--- config.mk ---
export PLATFORM = sky130hd
export DESIGN_NAME = global_option_config_regs
export DESIGN_NICKNAME = d
export VERILOG_FILES = /design/src/core/global_option_pkg.sv /design/src/core/global_option_config_regs.sv
export SDC_FILE = /design/constraint.sdc
export NUM_CORES = 1
export LEC_CHECK = 0
export ABC_AREA = 1
export BUFFER_PORTS_ARGS = -buffer_cell sky130_fd_sc_hd__buf_2
export CORE_UTILIZATION = 45
export DETAILED_ROUTE_END_ITERATION = 10
export GPL_TIMING_DRIVEN = 1
export PLACE_DENSITY = 0.69
export SYNTH_ARGS = -nofsm -noshare
export SYNTH_HDL_FRONTEND = slang
export SYNTH_SLANG_ARGS = --single-unit
--- constraint.sdc ---
create_clock -name mclk -period 1.8 [get_ports mclk]
set_input_delay 0.18 -clock mclk [delete_from_list [all_inputs] [get_ports mclk]]
set_output_delay 0.18 -clock mclk [all_outputs]
set_load 0.02 [all_outputs]
--- src/core/global_option_pkg.sv ---
package global_option_pkg;

	// =====================================================================
	// Register map (configuration index values)
	// =====================================================================
	localparam logic [7:0] IDX_TRISTATE   = 8'h25;
	localparam logic [7:0] IDX_ENTRY_LOCK = 8'h26;
	localparam logic [7:0] IDX_RESERVED   = 8'h27;
	localparam logic [7:0] IDX_UART_PRT   = 8'h28;
	localparam logic [7:0] IDX_OUT_LED    = 8'h29;

	// Writable-bit masks; reserved bits stay zero
	localparam logic [7:0] MASK_TRISTATE   = 8'h39;
	localparam logic [7:0] MASK_ENTRY_LOCK = 8'h6F;
	localparam logic [7:0] MASK_UART_PRT   = 8'hF7;
	localparam logic [7:0] MASK_OUT_LED    = 8'hFE;

	// Reset values
	localparam logic [7:0] RST_TRISTATE   = 8'h00;
	localparam logic [7:0] RST_ENTRY_LOCK = 8'h00;
	localparam logic [7:0] RST_UART_PRT   = 8'h00;
	localparam logic [7:0] RST_OUT_LED    = 8'h00;

	// Field positions: tri-state register
	localparam int FLOPPY_FLOAT_BIT  = 0;
	localparam int PRINTER_FLOAT_BIT = 3;
	localparam int SERIAL1_FLOAT_BIT = 4;
	localparam int SERIAL2_FLOAT_BIT = 5;

	// Field positions: entry/lock register
	localparam int SERIAL2_OFF_BIT   = 0;
	localparam int SERIAL1_OFF_BIT   = 1;
	localparam int PRINTER_OFF_BIT   = 2;
	localparam int FLOPPY_OFF_BIT    = 3;
	localparam int LOCK_BIT          = 5;
	localparam int ENTRY_SEL_BIT     = 6;

	// Field positions: uart/printer register
	localparam int PRT_MODE_LSB      = 0;
	localparam int PRT_MODE_MSB      = 2;
	localparam int SERIAL3_OFF_BIT   = 4;
	localparam int SERIAL4_OFF_BIT   = 5;
	localparam int SERIAL5_OFF_BIT   = 6;
	localparam int SERIAL6_OFF_BIT   = 7;

	// Field positions: output type / LED register
	localparam int LED_MODE_LSB      = 1;
	localparam int GPIO3_PP_BIT      = 3;
	localparam int GPIO4_PP_BIT      = 4;
	localparam int GPIO5_PP_BIT      = 5;
	localparam int PIN_FUNC_BIT      = 6;
	localparam int GPIO6_PP_BIT      = 7;

	// Entry and exit keys and port addresses
	localparam logic [7:0] ENTRY_KEY  = 8'h87;
	localparam logic [7:0] EXIT_KEY   = 8'hAA;
	localparam logic [7:0] PORT_LO_IX = 8'h2E;
	localparam logic [7:0] PORT_LO_DT = 8'h2F;
	localparam logic [7:0] PORT_HI_IX = 8'h4E;
	localparam logic [7:0] PORT_HI_DT = 8'h4F;

	// Power LED modes
	typedef enum logic [1:0] {
		LED_FLOAT = 2'h0,
		LED_LOW   = 2'h1,
		LED_1HZ   = 2'h2,
		LED_QHZ   = 2'h3
	} led_mode_t;

	// Timing: clock and LED half periods
	localparam int CLK_HZ        = 40_000_000;
	localparam int LED_1HZ_HALF_MS = 500;
	localparam int LED_QHZ_HALF_MS = 2000;
	// Millisecond tick divider
	localparam int MS_CYCLES     = CLK_HZ / 1000;

endpackage

--- src/core/global_option_config_regs.sv ---
`timescale 1ns/1ps
`default_nettype none

module global_option_config_regs #(
	parameter int MS_CYCLES_P = global_option_pkg::MS_CYCLES
) (
	input  wire logic       mclk,
	input  wire logic       rstn,
	// Host I/O port cycle (one-cycle strobes)
	input  wire logic [7:0] io_addr,
	input  wire logic       io_wr,
	input  wire logic       io_rd,
	input  wire logic [7:0] io_wdata,
	output logic      [7:0] io_rdata,
	output logic            io_rvalid,
	// Power-on straps, caught at reset release
	input  wire logic       strap_entry_hi,
	input  wire logic       strap_floppy_off,
	// Outputs status
	output logic            config_mode,
	output logic            printer_mode_normal,
	// Tri-state enables for interface outputs (high drives)
	output logic            floppy_out_en,
	output logic            printer_out_en,
	output logic            serial1_out_en,
	output logic            serial2_out_en,
	// Legacy IRQ gate inputs from peripheral registers
	input  wire logic       floppy_dor_bit3,
	input  wire logic       printer_device_ctrl_bit4,
	input  wire logic [5:0] serial_handshake_ctrl_bit3,
	output logic            floppy_irq_gate,
	output logic            printer_irq_gate,
	output logic      [5:0] serial_irq_gate,
	// GPIO push-pull selects, groups 3..6
	output logic      [3:0] gpio_push_pull,
	// Shared pin function
	input  wire logic       over_temp_out_n,
	input  wire logic       sys_mgmt_irq_out_n,
	output logic            shared_pin_o,
	// Power LED pin
	output logic            power_led_o,
	output logic            power_led_oe,
	// Floppy / serial6 pin assignment
	output logic            pins_to_floppy
);

	// =====================================================================
	// Registers
	// =====================================================================
	logic [7:0] tristate_reg;     // Interface float controls
	logic [7:0] entry_lock_reg;   // Entry port, lock, legacy request off
	logic [7:0] uart_prt_reg;     // Serial 3..6 irq off, port mode
	logic [7:0] out_led_reg;      // Output types, pin function, LED
	logic [7:0] index_reg;        // Indirect index latch
	logic       key_seen_reg;     // First key write seen
	logic       cfg_mode_reg;     // Configuration mode active
	logic       strap_done_reg;   // Strap capture done
	logic       floppy_off_reg;   // Captured floppy disable strap
	logic [7:0] rdata_reg;        // Read data
	logic       rvalid_reg;       // Read answer pulse

	// =====================================================================
	// Port decode
	// =====================================================================
	wire logic       sel_hi  = entry_lock_reg[global_option_pkg::ENTRY_SEL_BIT];
	wire logic [7:0] ix_port = sel_hi ? global_option_pkg::PORT_HI_IX
	                                   : global_option_pkg::PORT_LO_IX;
	wire logic [7:0] dt_port = sel_hi ? global_option_pkg::PORT_HI_DT
	                                   : global_option_pkg::PORT_LO_DT;
	wire logic       ix_hit  = (io_addr == ix_port);
	wire logic       dt_hit  = (io_addr == dt_port);
	wire logic       key_wr  = io_wr && ix_hit && !cfg_mode_reg &&
	                           (io_wdata == global_option_pkg::ENTRY_KEY);
	wire logic       exit_wr = io_wr && ix_hit && cfg_mode_reg &&
	                           (io_wdata == global_option_pkg::EXIT_KEY);
	// Lock blocks data access; index and exit keep working
	wire logic       locked  = entry_lock_reg[global_option_pkg::LOCK_BIT];
	wire logic       dt_ok   = cfg_mode_reg && dt_hit && !locked;
	wire logic       dt_wr   = dt_ok && io_wr;
	wire logic       dt_rd   = dt_ok && io_rd;

	// Per-register write strobes; the reserved index has none
	wire logic wr_tri  = dt_wr && (index_reg == global_option_pkg::IDX_TRISTATE);
	wire logic wr_lock = dt_wr && (index_reg == global_option_pkg::IDX_ENTRY_LOCK);
	wire logic wr_uart = dt_wr && (index_reg == global_option_pkg::IDX_UART_PRT);
	wire logic wr_led  = dt_wr && (index_reg == global_option_pkg::IDX_OUT_LED);

	// =====================================================================
	// Read mux: unmapped and reserved index read zero
	// =====================================================================
	logic [7:0] rd_mux;
	always_comb begin
		unique case (index_reg)
			global_option_pkg::IDX_TRISTATE:   rd_mux = tristate_reg;
			global_option_pkg::IDX_ENTRY_LOCK: rd_mux = entry_lock_reg;
			global_option_pkg::IDX_UART_PRT:   rd_mux = uart_prt_reg;
			global_option_pkg::IDX_OUT_LED:    rd_mux = out_led_reg;
			default:                           rd_mux = 8'h00;
		endcase
	end

	// =====================================================================
	// Entry sequence and index latch
	// =====================================================================
	// Any other write to the index port breaks a half-done key pair
	always_ff @(posedge mclk or negedge rstn) begin
		if (!rstn) begin
			key_seen_reg <= 1'b0;
			cfg_mode_reg <= 1'b0;
		end else if (exit_wr) begin
			key_seen_reg <= 1'b0;
			cfg_mode_reg <= 1'b0;
		end else if (io_wr && ix_hit && !cfg_mode_reg) begin
			key_seen_reg <= key_wr && !key_seen_reg;
			cfg_mode_reg <= key_wr && key_seen_reg;
		end
	end

	// Index only latches while in configuration mode
	always_ff @(posedge mclk or negedge rstn) begin
		if (!rstn) begin
			index_reg <= 8'h00;
		end else if (cfg_mode_reg && io_wr && ix_hit && !exit_wr) begin
			index_reg <= io_wdata;
		end
	end

	// =====================================================================
	// Strap capture one clock after reset release
	// =====================================================================
	always_ff @(posedge mclk or negedge rstn) begin
		if (!rstn) begin
			strap_done_reg <= 1'b0;
			floppy_off_reg <= 1'b0;
		end else if (!strap_done_reg) begin
			strap_done_reg <= 1'b1;
			floppy_off_reg <= strap_floppy_off;
		end
	end

	// =====================================================================
	// Configuration registers
	// =====================================================================
	always_ff @(posedge mclk or negedge rstn) begin
		if (!rstn) begin
			tristate_reg <= global_option_pkg::RST_TRISTATE;
		end else if (wr_tri) begin
			tristate_reg <= io_wdata & global_option_pkg::MASK_TRISTATE;
		end
	end

	// Entry select bit loads from its strap once, then software owns it
	always_ff @(posedge mclk or negedge rstn) begin
		if (!rstn) begin
			entry_lock_reg <= global_option_pkg::RST_ENTRY_LOCK;
		end else if (!strap_done_reg) begin
			entry_lock_reg[global_option_pkg::ENTRY_SEL_BIT] <= strap_entry_hi;
		end else if (wr_lock) begin
			entry_lock_reg <= io_wdata & global_option_pkg::MASK_ENTRY_LOCK;
		end
	end

	always_ff @(posedge mclk or negedge rstn) begin
		if (!rstn) begin
			uart_prt_reg <= global_option_pkg::RST_UART_PRT;
		end else if (wr_uart) begin
			uart_prt_reg <= io_wdata & global_option_pkg::MASK_UART_PRT;
		end
	end

	always_ff @(posedge mclk or negedge rstn) begin
		if (!rstn) begin
			out_led_reg <= global_option_pkg::RST_OUT_LED;
		end else if (wr_led) begin
			out_led_reg <= io_wdata & global_option_pkg::MASK_OUT_LED;
		end
	end

	// Read answer registered: one cycle after the strobe
	always_ff @(posedge mclk or negedge rstn) begin
		if (!rstn) begin
			rdata_reg  <= 8'h00;
			rvalid_reg <= 1'b0;
		end else begin
			rvalid_reg <= dt_rd;
			if (dt_rd) begin
				rdata_reg <= rd_mux;
			end
		end
	end

	assign io_rdata    = rdata_reg;
	assign io_rvalid   = rvalid_reg;
	assign config_mode = cfg_mode_reg;

	// =====================================================================
	// Interface float and legacy IRQ gating
	// =====================================================================
	assign floppy_out_en  = !tristate_reg[global_option_pkg::FLOPPY_FLOAT_BIT];
	assign printer_out_en = !tristate_reg[global_option_pkg::PRINTER_FLOAT_BIT];
	assign serial1_out_en = !tristate_reg[global_option_pkg::SERIAL1_FLOAT_BIT];
	assign serial2_out_en = !tristate_reg[global_option_pkg::SERIAL2_FLOAT_BIT];

	// Off bit set means the peripheral bit no longer gates: gate forced on
	assign floppy_irq_gate  = floppy_dor_bit3 ||
		entry_lock_reg[global_option_pkg::FLOPPY_OFF_BIT];
	assign printer_irq_gate = printer_device_ctrl_bit4 ||
		entry_lock_reg[global_option_pkg::PRINTER_OFF_BIT];

	// Disable bits for serial 1..6 gathered in channel order
	wire logic [5:0] serial_off = {
		uart_prt_reg[global_option_pkg::SERIAL6_OFF_BIT],
		uart_prt_reg[global_option_pkg::SERIAL5_OFF_BIT],
		uart_prt_reg[global_option_pkg::SERIAL4_OFF_BIT],
		uart_prt_reg[global_option_pkg::SERIAL3_OFF_BIT],
		entry_lock_reg[global_option_pkg::SERIAL2_OFF_BIT],
		entry_lock_reg[global_option_pkg::SERIAL1_OFF_BIT]
	};

	for (genvar i = 0; i < 6; i++) begin : g_serial_gate
		assign serial_irq_gate[i] = serial_handshake_ctrl_bit3[i] ||
			serial_off[i];
	end

	// Only the 0xx codes are defined; 1xx is left to software not to use
	assign printer_mode_normal =
		!uart_prt_reg[global_option_pkg::PRT_MODE_MSB];

	// =====================================================================
	// Output types, pin function, pin assignment
	// =====================================================================
	assign gpio_push_pull = {
		out_led_reg[global_option_pkg::GPIO6_PP_BIT],
		out_led_reg[global_option_pkg::GPIO5_PP_BIT],
		out_led_reg[global_option_pkg::GPIO4_PP_BIT],
		out_led_reg[global_option_pkg::GPIO3_PP_BIT]
	};

	assign shared_pin_o = out_led_reg[global_option_pkg::PIN_FUNC_BIT] ?
		sys_mgmt_irq_out_n : over_temp_out_n;

	assign pins_to_floppy = !floppy_off_reg;

	// =====================================================================
	// Power LED timebase
	// =====================================================================
	// A shared ms tick keeps both blink rates on one small divider
	logic [15:0] ms_cnt_reg;  // Cycles within a millisecond
	logic [10:0] half_cnt_reg; // Milliseconds within a half period
	logic        blink_reg;   // LED square wave phase
	wire logic   ms_tick = (ms_cnt_reg == 16'(MS_CYCLES_P - 1));
	wire logic [1:0] led_field =
		out_led_reg[global_option_pkg::LED_MODE_LSB +: 2];
	wire logic [10:0] half_last = (led_field == global_option_pkg::LED_QHZ) ?
		11'(global_option_pkg::LED_QHZ_HALF_MS - 1) :
		11'(global_option_pkg::LED_1HZ_HALF_MS - 1);

	always_ff @(posedge mclk or negedge rstn) begin
		if (!rstn) begin
			ms_cnt_reg <= 16'h0000;
		end else begin
			ms_cnt_reg <= ms_tick ? 16'h0000 : ms_cnt_reg + 16'h0001;
		end
	end

	// Counter clears on a mode write so the new rate starts cleanly
	always_ff @(posedge mclk or negedge rstn) begin
		if (!rstn) begin
			half_cnt_reg <= 11'h000;
			blink_reg    <= 1'b0;
		end else if (wr_led) begin
			// Phase restarts low so every mode opens from a known level
			half_cnt_reg <= 11'h000;
			blink_reg    <= 1'b0;
		end else if (ms_tick) begin
			if (half_cnt_reg >= half_last) begin
				half_cnt_reg <= 11'h000;
				blink_reg    <= !blink_reg;
			end else begin
				half_cnt_reg <= half_cnt_reg + 11'h001;
			end
		end
	end

	assign power_led_oe = (led_field != global_option_pkg::LED_FLOAT);
	assign power_led_o  = (led_field == global_option_pkg::LED_LOW) ?
		1'b0 : blink_reg;

endmodule

`default_nettype wire

# Word level (Yosys, flattened, before mapping)
# Index checks and enable logic that the tools add are counted.
# op_classes
eq_ne,12
n_addsub,2
n_mux,19
order_cmp,1
n_reduce_logical,43
# op_table
cell,n
$mux 11,4
$eq 8x6->1 const B,4
$pmux 8 s4,1
$mux 7,3
$logic_and 1x1->1,18
$add 16x1->16 const B,1
$eq 16x16->1 const B,1
$eq 8x7->1,2
$eq 8x8->1 const B,2
$mux 16,1
$add 11x1->11 const B,1
$ge 11x11->1,1
$logic_not 1->1,11
$mux 1,10
$logic_or 1x1->1,8
$reduce_bool 2->1,4
$reduce_and 2->1,2
$eq 2x1->1 const B,1
$eq 2x2->1 const B,1
$ne 2x1->1 const B,1
# totals
wordCells,92
reg_bits,73
input_bits,32
output_inout_bits,31

# Logic depth before layout (Yosys ltp)
# depth
word_depth,8
ltp_mapped,13
ltp_nobuf,13

# Least setup slack after synthesis
# OpenSTA, ideal clock, no wires.
# synth_timing
path_type,register to register
from,register out_led_reg[2]
to,register half_cnt_reg[10]
setup_ns,0.118
period_less_slack_ns,1.615
path_slack_ns,0.185
required_time_ns,1.682
path_buffers,1
stages_incl_launch_ff,11
arrival_time_ns,1.497
path_cell_list,dfrtp_1 > nand2_1 > ha_1 > nand3_1 > nor2_1 > nand2_1 > nor2_1 > nor2_1 > buf_4 > nand4_1 > nand2_1
# synth_via
elab_chain_cells,6
# synth_lines
item,line,rtl
from (decl),global_option_config_regs.sv:53,logic [7:0] out_led_reg;
from (signal assigned),global_option_config_regs.sv:173,out_led_reg <= global_option_pkg::RST_OUT_LED;
from (signal assigned),global_option_config_regs.sv:175,out_led_reg <= io_wdata & global_option_pkg::MASK_OUT_LED;
$eq 2x2->1,global_option_config_regs.sv:254,wire logic [10:0] half_last = (led_field == global_option_pkg::LED_QHZ) ?
$mux 11,global_option_config_regs.sv:254,
$ge 11x11->1,global_option_config_regs.sv:276,if (half_cnt_reg >= half_last) begin
$mux 11,global_option_config_regs.sv:276,
$mux 11,global_option_config_regs.sv:275,end else if (ms_tick) begin
$mux 11,global_option_config_regs.sv:271,end else if (wr_led) begin
to (signal assigned),global_option_config_regs.sv:280,half_cnt_reg <= half_cnt_reg + 11'h001;
to (decl),global_option_config_regs.sv:249,logic [10:0] half_cnt_reg;
# Every way passes these cells. The select of a mux whose other input is x is not followed.
# A chain may end at the register's enable or synchronous reset.

# Worst setup path in the final report
# layout_timing
from,register out_led_reg[1]
to,register half_cnt_reg[6]
# Same word-level chain as after synthesis.

==> results.md <==
- Outcome: completed
- DR iter-0 viols: 197
- #FFs+latches synth: 73
- Synthesized instance count: 513
- Layout cells sized above 1: 21.6%
- Routed length per placed instance: 13.3 um
- Peak VDD IR: 0.000299 V
- CTS tree: done
- Slowest CP cell: dfrtp_1
- Largest cells by area after synthesis: dfrtp_1 46%, nand2_1 16%, inv_1 5.9%
- Syn avg cell area: 7.72 um2
- Syn Std Cell Area: 3960 um2
- DIE HEIGHT: 95.8 um
- Post-Syn Nets: 551
- Seq/Total Area, Yosys: 46.1%
- Antenna viol nets, final: 0
- Post-layout minimum cycle time: 1.69 ns
- Slack of the critical path: 0.114 ns
- Die area: 9190 um2
- Placer Congestion: 0.897
- Worst Setup SP: out_led_reg[1]
- Initial antenna violation count: 0
- CP peak stage delay: 0.39 ns
- Vias per cell: 5.05
- Worst R2R Start: out_led_reg[1]
- Cell variety after synth: 34
- Number of inserted diodes: 0
- Skew final: 0.00986 ns
- Io pins: 63
- Area leader, netlist: dfrtp_1
- Leakage: 2.48 nW
- Global-route wire length before repair: 15,200 um
- EDFF count, synth: 0
- Clock Sinks: 73
- Synth Flop Type: dfrtp_1
- DP HPWL: 7000 um
- Synth cell count leaders: 166 x nand2_1, 73 x dfrtp_1, 62 x inv_1
- Syn-to-layout area delta: 18.4%
- Core region area: 8380 um2
- Routed WL: 9380 um
- Clock Path Buffers: 2
- Crit path cell chain: nand2_1 > ha_1 > nand3_1 > nor2_2 > nand2_1 > nand2_1 > nor2_4 > nand4_1 > nand2_1
- RSZ-0062 raised after global routing: no
- Vias: 3,567
- Depth of the CTS H-tree: 3
- Drc violations: 0
- Starting Density: 47.3%
- Warnings from Yosys: 0
- Slew Limit Fails: 0
- Most numerous cell in the Yosys netlist: nand2_1
- Clock Tree Root: clkbuf_8
- Total power: 2.86 mW
- Crit path top cell by count: nand2_1
- Multi-input logic area: 1830 um2
- First-pass iteration count of the detailed router: 4
- IO buf count: 62
- Worst-path maximum fanout: 11
- Gr ovfl total: 0
- Worst-Skew Late Latency: 0.34 ns
- Worst EP required: 2.08 ns
- MaxCap Viol Count: 0
- Hold Crit Class: in2reg
- Period utilization: 93.7%
- Pwr Density: 610 nW/um2
- Fillers: 820
- CP startpoint kind: flop
- Gr usage total: 21.9%
- Hold_sp: io_wdata[6]
- Ys async rst share: 100%
- # rows: 33
- Nets: 636
- FF+latch area: 1830 um2
- Setup TNS: 0 ns
- Crit Path Class: reg2reg
- Hold Vio Cnt, Final: 0
- Via count of the first global-routing pass: 3,219
- Pre-CTS setup slack: -0.240 ns
- FMAX: 593 MHz
- Top-area cell type share of the netlist area: 46.1%
- Clk slew on worst S/H paths: 0.07 ns
- Crit. End Element: flop
- Post-CTS Setup Bufs: 0
- Num CTS Buffers: 9
- Max FFs per register: 16
- # setup viols final: 0
- Final core occ: 56.0%
- Largest net degree at the start of global routing: 74
- Chip width: 95.8 um
- Arrival time worst endpoint: 1.97 ns
[critical path: cells and delay by family (launching register included)]
family        cells  cell delay, ns
fa+ha+maj         1            0.27
flops             1            0.39
simple gates      8            0.95
[layout make-up]
class	count	share of cell area (%)
timing repair buffer	86	10.8
clock buffer	13	2.96
clock inverter	1	0.107
tap	105	2.80
multi-input combinational	361	39.1
inverter	67	5.36
sequential	73	38.9
[metal layers]
layer | share of wire [%] | vias up | track usage, %
met4 | 1.4 | 0 | 7.46
met3 | 4.1 | 10 | 2.61
met5 | 0 | - | 0
met1 | 48 | 1673 | 31.4
li1 | - | 1801 | -
met2 | 46 | 83 | 34.2
[per-stage QoR]
stage | area (um2) | hold slack, ns | cells
CTS | 4660 | 0.0644 | 706
finish | 4690 | 0.0690 | 706
global placement | 4500 | 0.240 | 691
global route | 4690 | 0.0839 | 706
detailed placement | 4500 | 0.244 | 691
floorplan | 3960 | -0.116 | 513
[path summary, 6_finish.rpt]
kind,end,slack (ns),cells past startpoint
setup reg to reg,half_cnt_reg[6],0.11,9
setup / recovery,half_cnt_reg[6],0.11,9
hold reg to reg,ms_cnt_reg[0],0.46,1
hold / removal,entry_lock_reg[6],0.07,3
max in group asynchronous,half_cnt_reg[2],1.10,3
min in group asynchronous,uart_prt_reg[6],0.40,3
[placed cells by master, fill, tap and decap left out, types with 13 or more instances in the layout]
cell type  instances
nand2_1          166
dfrtp_1           73
inv_1             62
buf_2             62
nor2_1            33
nand3_1           28
o21ai_1           24
buf_4             22
nand4_1           19
o21ai_0           13
[logic make-up after synthesis]
family | share of synthesized area, %
DFF | 46.1
AOI/OAI and AO/OA | 5.94
and+or+nand+nor | 33.8
buffers and inverters | 8.56
xor gates and xnor gates | 3.32
adders and majority gates | 1.89
other | 0.0946
muxes | 0.284
[power breakdown]
part / internal, mW / switching (mW) / leakage, nW
Combinational: 0.0587 / 0.107 / 1.42
Sequential: 1.65 / 0.00633 / 0.988
Clock: 0.486 / 0.555 / 0.0733
[timing repair]
action / CTS / global route
hold buffers: 1 / 0
setup endpoints to repair: 11 / 25
endpoints found under the hold margin: 73 / 0
resized for setup: 2 / 7
(Power assumes the default switching activity.)
